## src/hw/sfrc_pkg.sv

```systemverilog
// constants, field layout and state codes for the flash read-path configuration block
package sfrc_pkg;
    localparam logic [7:0] CMD_RD_VCR = 8'h85;
    localparam logic [7:0] CMD_WR_VCR = 8'h81;
    localparam logic [7:0] CMD_FAST_RD = 8'h0b;
    localparam int VCR_DUMMY_HI = 7;
    localparam int VCR_DUMMY_LO = 4;
    localparam int VCR_XIP_BIT = 3;
    localparam int VCR_RSVD_BIT = 2;
    localparam logic [7:0] VCR_RESET = 8'hfb;
    localparam logic [15:0] NVCR_FACTORY = 16'hffff;
    localparam int NV_DUMMY_HI = 15;
    localparam int NV_DUMMY_LO = 12;
    localparam int NV_QUAD_BIT = 3;
    localparam int NV_DUAL_BIT = 2;
    localparam logic [3:0] DUMMY_CODE_DFLT_A = 4'h0;
    localparam logic [3:0] DUMMY_CODE_DFLT_B = 4'hf;
    localparam logic [3:0] DUMMY_DEFAULT_CYCLES = 4'ha;
    localparam logic [1:0] WRAP_16 = 2'h0;
    localparam logic [1:0] WRAP_32 = 2'h1;
    localparam logic [1:0] WRAP_64 = 2'h2;
    localparam logic [1:0] WRAP_SEQ = 2'h3;
    localparam logic [23:0] MASK_16 = 24'h00000f;
    localparam logic [23:0] MASK_32 = 24'h00001f;
    localparam logic [23:0] MASK_64 = 24'h00003f;
    localparam logic [23:0] MASK_SEQ = 24'hffffff;
    localparam logic [4:0] CMD_LAST_BIT = 5'h07;
    localparam logic [4:0] ADDR_LAST_BIT = 5'h17;
    localparam logic [2:0] BOOT_LOAD_CYCLES = 3'h3;

    typedef enum logic [6:0] {
        ST_CMD = 7'h01,
        ST_ADDR = 7'h02,
        ST_DUMMY = 7'h04,
        ST_DATA = 7'h08,
        ST_RD_CFG = 7'h10,
        ST_WR_CFG = 7'h20,
        ST_IGNORE = 7'h40
    } sfrc_state_t;
endpackage

```

## src/hw/sfrc_pin_sync.sv

```systemverilog
// two-flop synchronisers for the serial pins and straps, with serial clock edge pulses
module sfrc_pin_sync (
    input wire logic clk_in,
    input wire logic rstn_in,
    input wire logic sclk_in,
    input wire logic cs_n_in,
    input wire logic si_in,
    input wire logic [15:0] nv_in,
    output logic sclk_rise_out,
    output logic sclk_fall_out,
    output logic cs_n_out,
    output logic si_out,
    output logic [15:0] nv_out
);
    import sfrc_pkg::*;

    logic [2:0] sclk_s1_ff, sclk_s2_ff;
    logic sclk_q_ff;
    logic [15:0] nv_s1_ff;

    always_ff @(posedge clk_in or negedge rstn_in) begin
        if (!rstn_in) begin
            // idle levels: select high, clock low, so no false edge follows reset
            sclk_s1_ff <= 3'h4;
            sclk_s2_ff <= 3'h4;
            sclk_q_ff <= 1'b0;
        end else begin
            sclk_s1_ff <= {cs_n_in, si_in, sclk_in};
            sclk_s2_ff <= sclk_s1_ff;
            sclk_q_ff <= sclk_s2_ff[0];
        end
    end

    // straps idle at the factory pattern until the synchroniser has filled
    always_ff @(posedge clk_in or negedge rstn_in) begin
        if (!rstn_in) begin
            nv_s1_ff <= NVCR_FACTORY;
            nv_out <= NVCR_FACTORY;
        end else begin
            nv_s1_ff <= nv_in;
            nv_out <= nv_s1_ff;
        end
    end

    assign sclk_rise_out = sclk_s2_ff[0] & ~sclk_q_ff;
    assign sclk_fall_out = ~sclk_s2_ff[0] & sclk_q_ff;
    assign si_out = sclk_s2_ff[1];
    assign cs_n_out = sclk_s2_ff[2];
endmodule

```

## src/hw/sfrc_read_config.sv

```systemverilog
// Function
// - dummy clocks after each fast read come from config bits 7:4.
// - dummy codes 0000 and 1111 both select the default count.
// - at power-on nonvolatile bit 3 low selects quad, else bit 2 low dual.
// - config bit 3 low enables execute in place; forced on for some variants.
// - wrap field 00/01/10 wraps 16/32/64 bytes; 11 reads sequentially.
// - wrapped output starts at issued address and loops inside its block.
// - wrap start is the three address bytes following the command.
// - config written only by its command, applied when that command ends.
// - nonvolatile bits 15:12 become config bits 7:4 after power-on; wrap set to 11.
module sfrc_read_config #(
    parameter bit XIP_FORCED = 1'b0
) (
    input wire logic clk_in,
    input wire logic rstn_in,
    input wire logic sclk_in,
    input wire logic cs_n_in,
    input wire logic si_in,
    input wire logic [15:0] nv_config_in,
    input wire logic [7:0] rd_data_in,
    output logic so_out,
    output logic so_oe_out,
    output logic [23:0] rd_addr_out,
    output logic [7:0] vcr_out,
    output logic execute_in_place_out,
    output logic quad_mode_out,
    output logic dual_mode_out,
    output logic boot_done_out
);
    import sfrc_pkg::*;

    logic sclk_rise, sclk_fall, cs_n, si;
    logic [15:0] nv;
    sfrc_state_t state_ff;
    logic [4:0] bcnt_ff;
    logic [23:0] sh_ff;
    logic [7:0] wr_val_ff;
    logic wr_pend_ff, cs_q_ff;
    logic [2:0] boot_cnt_ff, obit_ff;
    logic [7:0] osh_ff;
    logic [3:0] dummy_code, eff_dummy;
    logic [7:0] cmd_byte, out_byte;
    logic wr_capture, cs_rise, boot_load;

    sfrc_pin_sync u_sync (
        .clk_in(clk_in),
        .rstn_in(rstn_in),
        .sclk_in(sclk_in),
        .cs_n_in(cs_n_in),
        .si_in(si_in),
        .nv_in(nv_config_in),
        .sclk_rise_out(sclk_rise),
        .sclk_fall_out(sclk_fall),
        .cs_n_out(cs_n),
        .si_out(si),
        .nv_out(nv)
    );

    function automatic logic [23:0] wrap_next(logic [23:0] a, logic [1:0] w);
        logic [23:0] m;
        logic [23:0] inc;
        inc = a + 24'h000001;
        case (w)
            WRAP_16: m = MASK_16;
            WRAP_32: m = MASK_32;
            WRAP_64: m = MASK_64;
            default: m = MASK_SEQ;
        endcase
        return (a & ~m) | (inc & m);
    endfunction

    assign dummy_code = vcr_out[VCR_DUMMY_HI:VCR_DUMMY_LO];
    assign eff_dummy = (dummy_code == DUMMY_CODE_DFLT_A || dummy_code == DUMMY_CODE_DFLT_B) ?
        DUMMY_DEFAULT_CYCLES : dummy_code;
    assign cmd_byte = {sh_ff[6:0], si};
    assign wr_capture = sclk_rise && !cs_n && state_ff == ST_WR_CFG && bcnt_ff == CMD_LAST_BIT;
    assign cs_rise = cs_n && !cs_q_ff;
    assign boot_load = !boot_done_out && boot_cnt_ff == BOOT_LOAD_CYCLES;
    assign out_byte = (state_ff == ST_DATA) ? rd_data_in : vcr_out;

    // command decode, address capture, dummy count and data address walk
    always_ff @(posedge clk_in or negedge rstn_in) begin
        if (!rstn_in) begin
            state_ff <= ST_CMD;
            bcnt_ff <= 5'h00;
            sh_ff <= 24'h000000;
            rd_addr_out <= 24'h000000;
        end else if (cs_n) begin
            state_ff <= ST_CMD;
            bcnt_ff <= 5'h00;
        end else if (sclk_rise) begin
            unique case (state_ff)
                ST_CMD: begin
                    sh_ff <= {sh_ff[22:0], si};
                    bcnt_ff <= (bcnt_ff == CMD_LAST_BIT) ? 5'h00 : bcnt_ff + 5'h01;
                    if (bcnt_ff == CMD_LAST_BIT) begin
                        // only the dedicated commands touch the register
                        if (cmd_byte == CMD_RD_VCR) state_ff <= ST_RD_CFG;
                        else if (cmd_byte == CMD_WR_VCR) state_ff <= ST_WR_CFG;
                        else if (cmd_byte == CMD_FAST_RD) state_ff <= ST_ADDR;
                        else state_ff <= ST_IGNORE;
                    end
                end
                ST_ADDR: begin
                    sh_ff <= {sh_ff[22:0], si};
                    bcnt_ff <= (bcnt_ff == ADDR_LAST_BIT) ? 5'h00 : bcnt_ff + 5'h01;
                    if (bcnt_ff == ADDR_LAST_BIT) begin
                        rd_addr_out <= {sh_ff[22:0], si};
                        state_ff <= ST_DUMMY;
                    end
                end
                ST_DUMMY: begin
                    if (bcnt_ff[3:0] == eff_dummy - 4'h1) begin
                        state_ff <= ST_DATA;
                        bcnt_ff <= 5'h00;
                    end else begin
                        bcnt_ff <= bcnt_ff + 5'h01;
                    end
                end
                ST_DATA: begin
                    bcnt_ff <= (bcnt_ff == CMD_LAST_BIT) ? 5'h00 : bcnt_ff + 5'h01;
                    if (bcnt_ff == CMD_LAST_BIT) begin
                        rd_addr_out <= wrap_next(rd_addr_out, vcr_out[1:0]);
                    end
                end
                ST_WR_CFG: begin
                    sh_ff <= {sh_ff[22:0], si};
                    bcnt_ff <= bcnt_ff + 5'h01;
                    if (bcnt_ff == CMD_LAST_BIT) state_ff <= ST_IGNORE;
                end
                ST_RD_CFG, ST_IGNORE: begin
                    bcnt_ff <= 5'h00;
                end
            endcase
        end
    end

    // power-on load from the nonvolatile copy, then write-command updates
    always_ff @(posedge clk_in or negedge rstn_in) begin
        if (!rstn_in) begin
            vcr_out <= VCR_RESET;
            wr_val_ff <= VCR_RESET;
            wr_pend_ff <= 1'b0;
            cs_q_ff <= 1'b1;
            boot_cnt_ff <= 3'h0;
            boot_done_out <= 1'b0;
            quad_mode_out <= 1'b0;
            dual_mode_out <= 1'b0;
        end else begin
            cs_q_ff <= cs_n;
            if (!boot_done_out) boot_cnt_ff <= boot_cnt_ff + 3'h1;
            if (boot_load) begin
                boot_done_out <= 1'b1;
                vcr_out[VCR_DUMMY_HI:VCR_DUMMY_LO] <= nv[NV_DUMMY_HI:NV_DUMMY_LO];
                vcr_out[1:0] <= WRAP_SEQ;
                quad_mode_out <= !nv[NV_QUAD_BIT];
                dual_mode_out <= nv[NV_QUAD_BIT] && !nv[NV_DUAL_BIT];
            end else if (wr_capture) begin
                wr_val_ff <= cmd_byte;
                wr_val_ff[VCR_RSVD_BIT] <= 1'b0;
                wr_pend_ff <= 1'b1;
            end else if (cs_rise && wr_pend_ff) begin
                vcr_out <= wr_val_ff; // applied as the command completes
                wr_pend_ff <= 1'b0;
            end else if (cs_rise) begin
                wr_pend_ff <= 1'b0;
            end
        end
    end

    // variants with the forced option run execute in place whatever bit 3 says
    always_ff @(posedge clk_in or negedge rstn_in) begin
        if (!rstn_in) execute_in_place_out <= 1'b0;
        else execute_in_place_out <= XIP_FORCED || !vcr_out[VCR_XIP_BIT];
    end

    // serial output shifts on falling edges so the host samples on rising ones
    always_ff @(posedge clk_in or negedge rstn_in) begin
        if (!rstn_in) begin
            so_out <= 1'b0;
            so_oe_out <= 1'b0;
            osh_ff <= 8'h00;
            obit_ff <= 3'h0;
        end else begin
            so_oe_out <= !cs_n && (state_ff == ST_DATA || state_ff == ST_RD_CFG);
            if (cs_n) begin
                obit_ff <= 3'h0;
            end else if (sclk_fall && (state_ff == ST_DATA || state_ff == ST_RD_CFG)) begin
                obit_ff <= obit_ff + 3'h1;
                if (obit_ff == 3'h0) begin
                    so_out <= out_byte[7];
                    osh_ff <= {out_byte[6:0], 1'b0};
                end else begin
                    so_out <= osh_ff[7];
                    osh_ff <= {osh_ff[6:0], 1'b0};
                end
            end
        end
    end

    dummy_len_a: assert property (@(posedge clk_in) disable iff (!rstn_in)
        (state_ff == ST_DUMMY && !cs_n && sclk_rise && bcnt_ff[3:0] == eff_dummy - 4'h1)
        |=> state_ff == ST_DATA && bcnt_ff == 5'h00)
        else $error("dummy phase did not end at programmed count");
    dummy_dflt_a: assert property (@(posedge clk_in) disable iff (!rstn_in)
        (state_ff == ST_DUMMY && (dummy_code == 4'h0 || dummy_code == 4'hf))
        |-> bcnt_ff < 5'h0a)
        else $error("default dummy code ran past ten clocks");
    proto_sel_a: assert property (@(posedge clk_in) disable iff (!rstn_in)
        $rose(boot_done_out) |-> quad_mode_out == !$past(nv[3])
        && dual_mode_out == ($past(nv[3]) && !$past(nv[2])))
        else $error("protocol selection mismatch at power-on");
    xip_sel_a: assert property (@(posedge clk_in) disable iff (!rstn_in)
        ##1 execute_in_place_out == (XIP_FORCED || !$past(vcr_out[3])))
        else $error("execute in place does not follow config");
    wrap_bound_a: assert property (@(posedge clk_in) disable iff (!rstn_in)
        (state_ff == ST_DATA && vcr_out[1:0] != WRAP_SEQ && $changed(rd_addr_out))
        |-> rd_addr_out[23:6] == $past(rd_addr_out[23:6]))
        else $error("wrapped read left its aligned block");
    wrap_loop_a: assert property (@(posedge clk_in) disable iff (!rstn_in)
        (state_ff == ST_DATA && vcr_out[1:0] == WRAP_16 && $changed(rd_addr_out))
        |-> rd_addr_out == {$past(rd_addr_out[23:4]), $past(rd_addr_out[3:0]) + 4'h1})
        else $error("16-byte wrap sequence wrong");
    wrap_start_a: assert property (@(posedge clk_in) disable iff (!rstn_in)
        (state_ff == ST_ADDR && !cs_n && sclk_rise && bcnt_ff == ADDR_LAST_BIT)
        |=> rd_addr_out == $past({sh_ff[22:0], si}))
        else $error("read start address not captured");
    cfg_commit_a: assert property (@(posedge clk_in) disable iff (!rstn_in)
        $changed(vcr_out) |-> $past(cs_rise && wr_pend_ff) || $past(boot_load))
        else $error("config changed outside write completion");
    boot_load_a: assert property (@(posedge clk_in) disable iff (!rstn_in)
        boot_load |=> vcr_out[7:4] == $past(nv[15:12]) && vcr_out[1:0] == 2'h3)
        else $error("power-on config load wrong");
endmodule

```

## config.mk

```make
export PLATFORM = sky130hd
export DESIGN_NAME = sfrc_read_config
export DESIGN_NICKNAME = d
export VERILOG_FILES = /design/src/hw/sfrc_pkg.sv /design/src/hw/sfrc_pin_sync.sv /design/src/hw/sfrc_read_config.sv
export SDC_FILE = /design/constraint.sdc
export NUM_CORES = 1
export LEC_CHECK = 0
export BUFFER_PORTS_ARGS = -buffer_cell sky130_fd_sc_hd__buf_2
export CORE_MARGIN = 8
export CORE_UTILIZATION = 55
export DETAILED_ROUTE_END_ITERATION = 8
export GPL_ROUTABILITY_DRIVEN = 0
export PLACE_DENSITY = 0.78
export SETUP_SLACK_MARGIN = 0.2
export SYNTH_ARGS = -nofsm -noshare
export SYNTH_HDL_FRONTEND = slang
export SYNTH_HIERARCHICAL = 1
export SYNTH_SLANG_ARGS = --single-unit
```

## constraint.sdc

```tcl
create_clock -name clk_in -period 2.75 [get_ports clk_in]
set_input_delay 0.55 -clock clk_in [delete_from_list [all_inputs] [get_ports clk_in]]
set_output_delay 0.55 -clock clk_in [all_outputs]
set_load 0.02 [all_outputs]
```

==> summary.txt, run 1 <==
Rows: 37
Mapped Area: 0.00571 sq mm
via-per-instance ratio: 5.95
worst path buffer plus inverter count: 0
Total Wirelength: 13,100 um
leakage power figure: 3.00 nW
drt first pass iters: 6
Crit Path Class: flop to flop
setup ws final: 0.339 ns
TritonCTS buffer count: 17
slowest cell on the critical path: dfstp_2
PwrDens: 624 mW/mm^2
IO buf count: 55
Mapped Nets: 592
crit path DAT: 2.81 ns
Die Y: 118 um
post_cts resized: 0
Nets: 642
synth-to-layout area growth: 16.0%
max_cap viols: 0
largest net degree at the start of global routing: 48
die width: 118 um
Critical Path Source: vcr_out[7]
crit end category: flop
Worst Tran Pin Value: 0.869 ns
Final min period: 2.41 ns
die area: 0.0139 sq mm
worst path required time: 3.15 ns
outcome: finished clean
post-route ant nets: 0
Placed Area: 0.00606 sq mm
total setup buffers inserted after CTS: 0
fmax: 415 MHz
Starting Density: 0.561
Mean Syn Cell Area: 10.2 sq um
clk_lat worst skew: 0.52 ns
DRT iter0 DRCs: 282
post-route DRC violation count: 0
startpoint class of the critical path: flop
gr ovfl total: 0
CP max FO: 11
vias in the first global route: 4,653
fin crit share: 0.877
critical-path cell list: or4b_4 -> o21ai_2 -> xnor2_1 -> a31oi_4 -> nand2b_1 -> mux2_4
htree depth: 4
Synth warnings: 6
Clk pin slew, worst setup/hold paths: 0.06 ns
Setup WS pre-CTS: 0.377 ns
Post-Syn Instances: 557
n_diodes: 0
post-route design area: 0.00662 sq mm
final slew viol count: 0
fraction of layout cells with a size suffix above 1: 0.298
Hold Path Class: input pin to asynchronous set/reset pin
Critical Path Max Stage Delay: 0.66 ns
Max Clock Skew: 0.0112 ns
CTS tree: done
Largest delay share family, worst path: simple AND/OR/NAND/NOR gates
Crit path depth: 6
cts hold-fix bufs: 0
Pwr Total: 4.14 mW
Post-DP HPWL: 9050 um
DR vias: 4,499
Core ar.: 0.0102 sq mm
RSZ-0062 raised after global routing: no
Ports: 67
initial antenna violation count: 0
reg2reg start: vcr_out[7]
CTS Sinks: 113
post-DR wirelength/cell: 17.3 um
final hold vios: 0
GR Util All Layers: 0.194
Root Buffer: clkbuf_8
VDD IR max: 0.406 mV
Slew HR: 0.419
first-pass GRT wire length: 22,400 um
Layout fillers: 810
clk buf depth: 2
Setup-failing EPs final: 0
setup TNS: 0 ns
worst r2r path cells: 6
## path summary, 6_finish.rpt
| check | endpoint | slack (ns) |
|---|---|---|
| setup / recovery | state_ff[5] | 0.34 |
| hold / removal | u_sync/sclk_s1_ff[0] | 0.04 |
| setup reg to reg | state_ff[5] | 0.34 |
| hold reg to reg | u_sync/sclk_s2_ff[1] | 0.35 |
| max in group asynchronous | u_sync/nv_s1_ff[15] | 1.96 |
| min in group clk_in | u_sync/nv_s1_ff[14] | 0.13 |
## per-layer routing
metal	wire, um	vias to the layer above	part of all wire	global-route usage
met5	0	-	0	0
met4	291	0	0.022	0.0825
met3	862	27	0.066	0.0580
met2	6530	167	0.50	0.320
met1	5420	2223	0.41	0.230
li1	-	2082	-	-
## through the flow
step / utilization / hold slack (ns) / cells
2_1_floorplan: - / 0.254 / 557
3_3_place_gp: 0.595 / 0.335 / 724
3_5_place_dp: 0.595 / 0.336 / 724
4_1_cts: 0.650 / 0.0593 / 756
5_1_grt: 0.650 / 0.0831 / 756
6_report: 0.650 / 0.0405 / 756
## area by class of cell
cell class                 instances  area, sq um  area share
multi-input combinational        395         2600       0.392
sequential                       113         2870       0.433
tap                              136          170      0.0257
inverter                          15         56.3     0.00850
clock buffer                      19          442      0.0667
timing repair buffer              65          365      0.0552
clock inverter                    13          126      0.0191
## power breakdown
group          leakage [nW]  internal [mW]  switching, mW
Combinational          1.29          0.107          0.114
Clock                 0.280           1.26          0.804
Sequential             1.43           1.75          0.101
Total                  3.00           3.12           1.02
## cells in the final DEF (no fill, tap or decap), drive strengths merged, types with 4 or more instances in the layout
master / instances
a21oi: 30
a22oi: 4
a31oi: 8
and3: 9
and4: 5
buf: 65
clkbuf: 19
clkinv: 6
dfrtp: 83
dfstp: 30
ha: 6
inv: 20
mux2: 40
mux2i: 16
nand2: 53
nand3: 17
nand4: 6
nor2: 42
nor2b: 8
nor3: 12
nor4: 6
o211ai: 5
o21ai: 65
xnor2: 8
xor2: 6
Power figures use the tool's default switching activity.
==> inputs of run 2 (changes only) <==
--- a/config.mk
+++ b/config.mk
@@ -6,6 +6,7 @@
 export NUM_CORES = 1
 export LEC_CHECK = 0
 export BUFFER_PORTS_ARGS = -buffer_cell sky130_fd_sc_hd__buf_2
+export CORE_ASPECT_RATIO = 0.5
 export CORE_MARGIN = 8
 export CORE_UTILIZATION = 55
 export DETAILED_ROUTE_END_ITERATION = 8
==> run 2 against run 1 <==
  * Global-route usage down 0.59 points
  * Critical path depth up 1
  * Non-clock buffer count up 5
  * Cell area up 0.51%
  * Maximum frequency down 1.5%
  * Worst setup slack worse by 0.036 ns
  * Sequential share of layout area down 0.22 points
  * Core utilization up 0.56 points
  * Wire length down 1.2%
  * First-iteration DRC count up 34%
==> summary.txt, run 2 (synthesis results as in run 1) <==
CTS tree: done
Core ar.: 0.0101 sq mm
Post-DP HPWL: 8710 um
CP max FO: 7
Die Y: 88.0 um
multi-input logic area: 0.00260 sq mm
die width: 160 um
Slew HR: 0.570
clk buf depth: 2
CTS Sinks: 113
final slew viol count: 0
RSZ-0062 raised after global routing: no
Starting Density: 0.563
max_cap viols: 0
post-DR wirelength/cell: 16.9 um
Hold Path Class: input pin to asynchronous set/reset pin
via-per-instance ratio: 5.80
Crit Path Class: flop to flop
Root Buffer: clkbuf_16
Layout fillers: 785
Nets: 647
Clk pin slew, worst setup/hold paths: 0.05 ns
htree depth: 4
DRT iter0 DRCs: 379
PwrDens: 623 mW/mm^2
post_cts resized: 0
final hold vios: 0
first-pass GRT wire length: 21,400 um
r2r setup slk: 0.30 ns
post-route DRC violation count: 0
n_diodes: 0
fin crit share: 0.890
startpoint class of the critical path: flop
clk_lat worst skew: 0.40 ns
fmax: 409 MHz
setup TNS: 0 ns
die area: 0.0141 sq mm
VDD IR max: 0.521 mV
drt first pass iters: 4
worst hold slack: 0.108 ns
largest net degree at the start of global routing: 70
FF+latch area: 0.00287 sq mm
reg2reg start: bcnt_ff[1]
worst r2r path cells: 7
Final min period: 2.45 ns
crit path DAT: 2.74 ns
leakage power figure: 3.01 nW
initial antenna violation count: 0
commonest non-fill, non-tap cell in the layout: dfrtp_1
total setup buffers inserted after CTS: 0
RR Endpoint: state_ff[5]
crit end category: flop
commonest cells after routing, fill and taps aside: dfrtp_1, o21ai_0, buf_2, nand2_1, nor2_1
IO buf count: 55
Rows: 26
TritonCTS buffer count: 17
DR vias: 4,435
worst path required time: 3.04 ns
cts hold-fix bufs: 0
post-route ant nets: 0
synth-to-layout area growth: 16.6%
Worst Tran Pin Value: 0.644 ns
Total Wirelength: 12,900 um
Ports: 67
fraction of layout cells with a size suffix above 1: 0.299
gr ovfl total: 0
vias in the first global route: 4,316
Max Clock Skew: 0.0116 ns
Setup-failing EPs final: 0
outcome: finished clean
GR Util All Layers: 0.188
[run 2: cell types whose count changed in the layout (fill, tap and decap cells not counted), moves of 3 or more]
cell	previous run	this run
buf_4	10	15
clkbuf_1	0	4
clkbuf_8	3	0
inv_6	5	0
clkinv_4	4	0
inv_4	0	3
[run 2: cell type report]
class                   instances  area share
flip-flops and latches        113       0.430
multi-input cells             395       0.391
repair buffers                 70      0.0605
well taps                     140      0.0263
inverters                      15     0.00846
clock inverters                11      0.0171
clock buffers                  21      0.0662
[run 2: worst max-delay path, stage by stage, from the launching register on]
cell and delay [ns]:
dfrtp_1 0.46, ha_1 0.24, and3b_1 0.23, and2_1 0.21, and2b_2 0.25, nor4_4 0.32, nand2b_1 0.28, mux2_4 0.36
[run 2: stage by stage]
stage,worst slack (ns),instance area [sq um],total power [mW],cells,util
floorplan,0.467,5710,1.98,557,-
CTS,0.320,6650,4.17,765,0.655
global placement,0.412,6100,2.08,733,0.601
finish,0.303,6660,4.15,765,0.656
global route,0.209,6660,4.29,765,0.656
detailed placement,0.335,6100,2.09,733,0.601
[run 2: how the worst max path moves through the flow]
stage / start / end / slack (ns)
5_1_grt: bcnt_ff[1] / state_ff[5] / 0.21
6_report: bcnt_ff[1] / state_ff[5] / 0.30
4_1_cts: bcnt_ff[1] / state_ff[5] / 0.32
2_1_floorplan: vcr_out[7] / state_ff[5] / 0.47
3_5_place_dp: bcnt_ff[1] / state_ff[5] / 0.33
3_3_place_gp: bcnt_ff[1] / state_ff[5] / 0.41
[run 2: report_power, final]
part           total (mW)  internal, mW  switching (mW)
clock                2.08          1.33           0.750
combinational       0.218         0.107           0.112
sequential           1.85          1.75           0.104
total                4.15          3.18           0.966
[run 2: per-layer routing]
layer  part of all wire  vias up  track usage  wire length [um]
li1                   -     2105            -                 -
met1               0.46     2203        0.236              5950
met2               0.48      111        0.311              6240
met3              0.041       16       0.0474               530
met4              0.017        0       0.0758               223
met5                  0        -            0                 0
